$ cat src/glim_defines.svh
`ifndef GLIM_DEFINES_SVH
`define GLIM_DEFINES_SVH

// Pin count and configuration codes
`define GLIM_NPINS       3
`define GLIM_CFG_INPUT   2'h0
`define GLIM_CFG_PUSH    2'h1
`define GLIM_CFG_OPEN    2'h2
// Lamp pin positions
`define GLIM_SPEED_POS   0
`define GLIM_LINK_POS    1
`define GLIM_DUPLEX_POS  2
// Timing
`define GLIM_CLK_HZ      100000000
`define GLIM_BLINK_MS    80
`define GLIM_BLINK_CYC   ((`GLIM_CLK_HZ / 1000) * `GLIM_BLINK_MS)

`endif

$ cat src/glim_pkg.sv
package glim_pkg;
  typedef enum logic [1:0] {
    BLINK_SOLID,
    BLINK_OFF,
    BLINK_HOLD
  } glim_blink_t;
endpackage

$ cat src/glim_gpio_lamp.sv
// Overview of operation
// RULE_01: Each pin is software set as push-pull output, open-drain output or input.
// RULE_02: Each pin switches between general I/O role and lamp role.
// RULE_03: Lamp pins are open-drain: pulled low for lit, released otherwise.
// RULE_04: Speed lamp low at 100M, auto-negotiation, no cable; high at 10M. Code also holds it low at 10M without valid link.
// RULE_05: Link lamp held low with valid link and no blink running.
// RULE_06: Activity with valid link turns link lamp off for 80 ms.
// RULE_07: After off pulse lamp stays on 80 ms minimum; repeats on activity.
// RULE_08: Duplex lamp driven low in full duplex, released otherwise. Code releases it in full duplex without valid link.
// RULE_09: Blink intervals counted on core clock with derived terminal count.
`timescale 1ns/1ps
`include "glim_defines.svh"

module glim_gpio_lamp #(
  parameter int unsigned BLINK_CYC = `GLIM_BLINK_CYC
) (
  // Clock and reset
  input  wire logic       core_clk,
  input  wire logic       reset,
  // Pin configuration
  input  wire logic [5:0] pin_cfg,
  input  wire logic [2:0] lamp_en,
  input  wire logic [2:0] gpio_out,
  output logic      [2:0] gpio_in,
  // Status from MAC/PHY
  input  wire logic       speed_10,
  input  wire logic       link_valid,
  input  wire logic       autoneg_busy,
  input  wire logic       cable_off,
  input  wire logic       full_duplex,
  input  wire logic       tx_active,
  input  wire logic       rx_active,
  // Pins
  input  wire logic [2:0] pin_i,
  output logic      [2:0] pin_o,
  output logic      [2:0] pin_oe
);

  logic [2:0]              pin_s1_q;
  logic [2:0]              pin_s2_q;
  glim_pkg::glim_blink_t   blink_q;
  logic [31:0]             blink_cnt_q;
  logic                    act;
  logic [2:0]              lamp_n;
  logic                    speed_lamp_n;
  logic                    link_activity_lamp_n;
  logic                    duplex_lamp_n;
  logic                    blink_solid;
  logic                    blink_off;
  logic                    blink_hold;

  function automatic logic [1:0] cfg_of(input logic [5:0] c,
                                        input int unsigned i);
    cfg_of = c[2*i +: 2];
  endfunction

  // Pin input synchroniser
  always_ff @(posedge core_clk)
  begin
    if (reset)
    begin
      pin_s1_q <= 3'h0;
      pin_s2_q <= 3'h0;
      gpio_in  <= 3'h0;
    end
    else
    begin
      pin_s1_q <= pin_i;
      pin_s2_q <= pin_s1_q;
      gpio_in  <= pin_s2_q;
    end
  end

  assign act = (tx_active | rx_active) & link_valid;

  // Activity blink timer
  always_ff @(posedge core_clk)
  begin
    if (reset || !link_valid)
    begin
      blink_q     <= glim_pkg::BLINK_SOLID;
      blink_cnt_q <= 32'h0;
    end
    else
    begin
      case (blink_q)
        glim_pkg::BLINK_SOLID:
          if (act)
          begin
            blink_q     <= glim_pkg::BLINK_OFF; // see RULE_06
            blink_cnt_q <= 32'h0;
          end
        glim_pkg::BLINK_OFF:
          if (blink_cnt_q == BLINK_CYC - 1) // see RULE_09
          begin
            blink_q     <= glim_pkg::BLINK_HOLD; // see RULE_07
            blink_cnt_q <= 32'h0;
          end
          else
            blink_cnt_q <= blink_cnt_q + 32'h1;
        glim_pkg::BLINK_HOLD:
          if (blink_cnt_q == BLINK_CYC - 1)
          begin
            blink_q     <= glim_pkg::BLINK_SOLID; // see RULE_07
            blink_cnt_q <= 32'h0;
          end
          else
            blink_cnt_q <= blink_cnt_q + 32'h1;
        default:
          blink_q <= glim_pkg::BLINK_SOLID;
      endcase
    end
  end

  // Lamp levels
  assign speed_lamp_n = speed_10 & link_valid & ~autoneg_busy
                        & ~cable_off; // see RULE_04
  assign blink_solid = (blink_q == glim_pkg::BLINK_SOLID);
  assign blink_off   = (blink_q == glim_pkg::BLINK_OFF);
  assign blink_hold  = (blink_q == glim_pkg::BLINK_HOLD);
  assign link_activity_lamp_n = ~link_valid | blink_off; // see RULE_05
  assign duplex_lamp_n = ~(full_duplex & link_valid); // see RULE_08
  assign lamp_n = {duplex_lamp_n, link_activity_lamp_n, speed_lamp_n};

  // Pin drivers
  always_ff @(posedge core_clk)
  begin
    if (reset)
    begin
      pin_o  <= 3'h0;
      pin_oe <= 3'h0;
    end
    else
    begin
      for (int i = 0; i < `GLIM_NPINS; i++)
      begin
        if (lamp_en[i])
        begin
          pin_o[i]  <= 1'b0;
          pin_oe[i] <= ~lamp_n[i]; // see RULE_02 RULE_03
        end
        else
        begin
          case (cfg_of(pin_cfg, i)) // see RULE_01
            `GLIM_CFG_PUSH:
            begin
              pin_o[i]  <= gpio_out[i];
              pin_oe[i] <= 1'b1;
            end
            `GLIM_CFG_OPEN:
            begin
              pin_o[i]  <= 1'b0;
              pin_oe[i] <= ~gpio_out[i];
            end
            default:
            begin
              pin_o[i]  <= 1'b0;
              pin_oe[i] <= 1'b0;
            end
          endcase
        end
      end
    end
  end
endmodule // glim_gpio_lamp

$ cat config.mk
export PLATFORM = sky130hd
export DESIGN_NAME = glim_gpio_lamp
export DESIGN_NICKNAME = d
export VERILOG_FILES = /design/src/glim_pkg.sv /design/src/glim_gpio_lamp.sv
export VERILOG_INCLUDE_DIRS = /design/src /design/src/src
export SDC_FILE = /design/constraint.sdc
export NUM_CORES = 1
export LEC_CHECK = 0
export ABC_CLOCK_PERIOD_IN_PS = 4900
export BUFFER_PORTS_ARGS = -buffer_cell sky130_fd_sc_hd__buf_2
export CORE_UTILIZATION = 25
export DETAILED_ROUTE_END_ITERATION = 16
export PLACE_DENSITY_LB_ADDON = 0.3
export SYNTH_ARGS = -nofsm -noshare
export SYNTH_HDL_FRONTEND = slang
export SYNTH_SLANG_ARGS = --single-unit
$ cat constraint.sdc
create_clock -name core_clk -period 4.9 [get_ports core_clk]
set_input_delay 0.245 -clock core_clk [delete_from_list [all_inputs] [get_ports core_clk]]
set_output_delay 0.245 -clock core_clk [all_outputs]
set_load 0.005 [all_outputs]
; Word-level counts from Yosys, hierarchy flattened
; Cells that the tools add are included.
[totals]
inputBits = 24
word_cells = 63
output_inout_bits = 9
reg_bits = 49
[classes]
n_eq_ne = 12
bitwise = 18
n_reduce_logical = 10
addsub = 1
muxes = 13
[op_table]
columns = operator, n
row1 = two-way mux 32 bit, 2
row2 = case mux 32 bit (2 select lines), 1
row3 = adder 32 x 1 -> 32 bit (second input constant), 1
row4 = equality test 32 x 23 -> 1 bit (second input constant), 1
row5 = inverter 1 bit, 11
row6 = OR reduction 3 bit, 3
row7 = equality test 2 x 1 -> 1 bit (second input constant), 4
row8 = equality test 2 bit (second input constant), 4
row9 = two-way mux 2 bit, 3
row10 = case mux 1 bit (2 select lines), 3
row11 = case mux 2 bit (3 select lines), 1
row12 = AND 1 bit, 5
row13 = != test 2 x 1 -> 1 bit (second input constant), 2
row14 = two-way mux 1 bit, 3
row15 = AND reduction 3 bit, 1
row16 = logical NOT 2 bit, 1
row17 = != test 2 bit (second input constant), 1
row18 = OR 1 bit, 2
row19 = AND reduction 2 bit, 1
row20 = nonzero test 2 bit, 1
row21 = OR reduction 2 bit, 1
row22 = logical NOT 1 bit, 1
row23 = logical OR 1 bit, 1

; Logic depth before layout (Yosys ltp)
[depth]
ltp_word = 5
ltp_mapped = 8
mapped_depth_nobuf = 7

; Worst setup path before layout
; Ideal clock, no wire load.
[synth_path]
path_kind = register to register
startpoint = register blink_q[1]
endpoint = register blink_cnt_q[23]
t_required_ns = 4.783
t_arrival_ns = 1.730
path_buffers = 0
path_stages_with_launch = 8
synth_period_minus_slack_ns = 1.848
setup_ns = 0.117
setup_slack_ns = 3.052
path_cell_list = dfxtp_1 inv_1 ha_1 nand2b_1 a2111oi_2 nand4_1 xor2_1 nor2_1
[synth_between]
elab_chain_cells = 4
elab_cells_between_ends = 8
classes_between = 3 x eq/ne / 1 x mux / 4 x reduce/logical
[synth_rtl]
columns = item, line
row1 = from (decl), glim_gpio_lamp.sv:41  ; glim_pkg::glim_blink_t blink_q;
row2 = from (signal assigned), glim_gpio_lamp.sv:81  ; blink_q <= glim_pkg::BLINK_SOLID;
row3 = from (signal assigned), glim_gpio_lamp.sv:90  ; blink_q <= glim_pkg::BLINK_OFF;
row4 = from (signal assigned), glim_gpio_lamp.sv:96  ; blink_q <= glim_pkg::BLINK_HOLD;
row5 = equality test 2 x 1 -> 1 bit or equality test 2 bit (tied branches), glim_gpio_lamp.sv:86  ; case (blink_q)
row6 = OR reduction 2 bit (no line), --
row7 = nonzero test 2 bit (no line), --
row8 = AND reduction 2 bit (no line), --
row9 = to (signal assigned), glim_gpio_lamp.sv:100  ; blink_cnt_q <= blink_cnt_q + 32'h1;
row10 = to (signal assigned), glim_gpio_lamp.sv:108  ; blink_cnt_q <= blink_cnt_q + 32'h1;
row11 = to (decl), glim_gpio_lamp.sv:42  ; logic [31:0] blink_cnt_q;
; Parallel ways exist; a longest one is shown, timed or not.
; A chain may end at the register's enable or synchronous reset.

; Worst setup path after layout
[layout_path]
startpoint = register blink_cnt_q[0]
endpoint = register blink_cnt_q[22]
[layout_between]
elab_chain_cells = 3
elab_cells_between_ends = 4
classes_between = 1 x add/sub / 1 x eq/ne / 2 x mux
[layout_rtl]
columns = item, line
row1 = adder 32 x 1 -> 32 bit or equality test 32 x 23 -> 1 bit (tied branches), --
row2 = two-way mux 32 bit (*), "glim_gpio_lamp.sv:94, glim_gpio_lamp.sv:102"
row3 = case mux 32 bit (2 select lines) (*), glim_gpio_lamp.sv:86
; Every way passes the cells marked *; elsewhere a longest branch is shown, timed or not.

==> metrics.md <==
| Metric | Value |
|---|---|
| Run status | finished clean |
| Placed instance area | 2778 µm² |
| Cell accounting for the most synthesized area | sky130_fd_sc_hd__dfxtp_1 |
| Cells after Synth | 296 |
| Clk_skew | 0.007925 ns |
| Maximum vdd ir drop | 0.1162 mV |
| Number of synthesized register bits | 49 |
| Endpoint arrival time on the critical path | 2.58 ns |
| Leakage Power | 1.005 nW |
| Maximum number of pins on one net before global-route repair | 22 |
| Share of the synthesized area in the top cell type | 0.3902 |
| Critical path capture point | blink_cnt_q[22] |
| Cell-by-cell trace of the critical path | ha_1 > nand4_1 > and4bb_2 > a21oi_1 > o21ai_1 > buf_4 > nor2_1 |
| Htree depth | 2 |
| Global Route met2 Usage | 0.1900 |
| Via-to-Cell Ratio | 4.674 |
| Clk_lat worst skew | 0.31 ns |
| Biggest area contributors in the synthesized netlist | sky130_fd_sc_hd__dfxtp_1 39%, sky130_fd_sc_hd__ha_1 5.0%, sky130_fd_sc_hd__nor2_1 4.8%, sky130_fd_sc_hd__xor2_1 4.2%, sky130_fd_sc_hd__a31oi_1 4.0% |
| Number of DRC violations after detailed-routing iteration 0 | 87 |
| Number of synthesized flops with an enable pin | 0 |
| Ports | 33 |
| Grt met3 use | 0.03352 |
| Total number of vias | 2150 |
| Yosys warns | 0 |
| WL/cell | 11.98 µm |
| Pwr dens | 248.7 nW/µm² |
| Largest stage delay, worst path | 0.57 ns |
| Setup violation total in the final timing report | 0 |
| Antenna viol nets, final | 0 |
| Worst path bufs/invs | 1 |
| Avg Cell Area, Syn | 8.492 µm² |
| R2r startpoint | blink_cnt_q[0] |
| Critical setup path kind | reg2reg |
| Aggregate negative setup slack | 0 ns |
| Number of port buffers | 32 |
| Placeable core region | 9774 µm² |
| Seq/Total Area, Yosys | 0.3902 |
| Number of nets produced by synthesis | 330 |
| Number of gates on the worst path with buffers counted | 7 |
| Post-detailed-route DRC marker count | 0 |
| Startpoint of the worst setup timing path | blink_cnt_q[0] |
| Buffers from clock root to sink, at most | 2 |
| Synth Cell Area | 2514 µm² |
| Critical path data required time | 5.10 ns |
| Total congestion overflow after global routing | 0 |
| Unrepaired setup endpoints after global routing | no |
| Final-report hold violation count | 0 |
| Total Routed Length | 5511 µm |
| First-pass detailed-route iteration total | 4 |
| Number of sinks on the clock net | 49 |
| Final max-slew violation count | 0 |
| Total Routing Usage GR | 0.1148 |
| Proportion of register bits with asynchronous set or reset after synthesis | 0 |
| Dominant register cell in the synthesized netlist | sky130_fd_sc_hd__dfxtp_1 |
| Number of placement rows | 36 |
| First-pass GRT wire length | 9549 µm |
| Largest delay share family, worst path | simple AND/OR/NAND/NOR gates |
| Weighted congestion at the end of routability-driven global placement | 0.8062 |
| Critical Path End Type | flop |
| Reg-to-reg setup timing slack | 2.52 ns |
| Placed wire-length estimate | 4154 µm |
| Via count of the first global-routing pass | 2050 |
| NumNets Final | 360 |
| Destination of the worst register-to-register timing path | blink_cnt_q[22] |
| Worst min-delay path category | in2reg |
| Count of hold-fix buffers inserted at cts | 0 |
| Cts bufs inserted | 5 |
| Core utilization of the finished layout | 0.2939 |
| GRT Max-Usage Layer | met2 |
| Actual slew at the worst max-slew pin | 0.7949 ns |
| Post_cts resized | 0 |
| Worst reg2reg path depth | 7 |
| Layout cell share with drive strength beyond 1 | 0.1529 |
| Initial antenna violation count | 0 |
| CTS tree | done |
| Count of placed standard cells including taps | 452 |
| Initial standard-cell utilization of the core | 0.2572 |
| Reg clk slew, reported paths | 0.10 ns |
| Fill cell total of the finished layout | 1049 |
| Footprint of the multi-input gates | 1391 µm² |
| Largest fanout of any net on the critical path | 12 |
| Master of the slowest instance on the critical path | sky130_fd_sc_hd__o21ai_1 |
| Final Non-Filler Cells | 460 |
| Yosys cell types | 48 |
| Met1 Track Usage GR | 0.1482 |
| Diodes inserted | 0 |
| Clock tree root buffer cell | sky130_fd_sc_hd__clkbuf_8 |
| Total setup buffers inserted after CTS | 0 |
| Max-cap viol count | 0 |
| Clock period minus final worst setup slack | 2.383 ns |
| Synthesis-to-finish area growth | 14.29% |
| Worst rel slew slack | 0.4660 |
| Die Ht | 102.3 µm |
| Nature of the critical path startpoint | flop |
| Post-route design area | 2873 µm² |
| Maximum clock frequency | 419.6 MHz |
| Horizontal die dimension | 102.3 µm |
| Die Footprint | 10460 µm² |
| Flip-flop and latch area | 980.9 µm² |
| Fin crit share | 0.4863 |
[cells by family (layout without fill, tap and decap cells)]
logic type | Yosys count | count (layout) | synth area share
AOI/OAI and AO/OA | 45 | 45 | 0.1150
xor gates and xnor gates | 18 | 18 | 0.06272
adders and majority gates | 10 | 10 | 0.04978
buffers and inverters | 28 | 59 | 0.05624
DFF | 49 | 49 | 0.3902
muxes | 1 | 1 | 0.003982
and+or+nand+nor | 145 | 145 | 0.3221
[cell usage in the layout, fill, tap and decap left out, drive strengths merged, types with 5 or more instances in the layout]
master / count
dfxtp: 49
buf: 34
nor2: 33
nand2: 18
inv: 18
nand3: 17
a31oi: 16
nand4: 14
xor2: 12
a21oi: 10
ha: 10
nor2b: 9
nor4: 8
nor3: 7
nand3b: 7
o21ai: 7
and3: 6
xnor2: 6
clkbuf: 5
[layer usage]
| metal | wire (µm) | up-vias |
|---|---|---|
| met4 | 48 | 0 |
| met5 | 0 | - |
| met3 | 421 | 5 |
| met1 | 2600 | 964 |
| met2 | 2441 | 64 |
| li1 | - | 1117 |
[cell usage after synthesis, drive strengths merged, types with 2 or more instances]
master,number
a2111oi,2
a21boi,2
a21o,2
a21oi,10
a31oi,16
and2,4
and3,6
and4,4
buf,6
clkbuf,4
dfxtp,49
ha,10
inv,17
nand2,18
nand2b,4
nand3,17
nand3b,7
nand4,14
nor2,33
nor2b,9
nor3,7
nor4,8
nor4b,4
o21ai,7
o22ai,2
or2,2
xnor2,6
xor2,12
[final cells by class]
cell class | instances | share of cell area
inverters | 17 | 0.02221
clock inverters | 3 | 0.009146
well taps | 133 | 0.05793
flip-flops and latches | 49 | 0.3415
multi-input cells | 219 | 0.4843
repair buffers | 34 | 0.06098
clock buffers | 5 | 0.02395
[sequential cells by signal (all words and copies together) (netlist names)]
register     count
pin_s1_q         3
blink_q          2
gpio_in          3
pin_o            3
blink_cnt_q     32
pin_s2_q         3
pin_oe           3
[report_power, final]
part	internal, mW	switching, mW	leakage (nW)
Clock	0.104	0.148	0.0423
Combinational	0.0226	0.0351	0.566
Sequential	0.404	0.00160	0.397
Total	0.530	0.184	1.00
[through the flow]
step	setup slack, ns	total power [mW]	hold WS [ns]
2_1_floorplan	3.053	0.4519	0.3166
3_3_place_gp	2.654	0.4708	0.4195
3_5_place_dp	2.540	0.4723	0.4212
4_1_cts	2.510	0.7257	0.1127
5_1_grt	2.333	0.7537	0.1086
6_report	2.517	0.7145	0.1244
[worst min-delay path by stage]
stage	start	end	slack, ns	cells after the start
after floorplan	reset	gpio_in[0]	0.32	1
after global placement	pin_s1_q[2]	pin_s2_q[2]	0.42	1
after detailed placement	pin_s1_q[0]	pin_s2_q[0]	0.42	1
after CTS	lamp_en[0]	pin_o[0]	0.11	2
after global routing	lamp_en[0]	pin_o[0]	0.11	2
final	lamp_en[0]	pin_o[0]	0.12	2
Note: power is estimated with default switching activity, not from simulation.
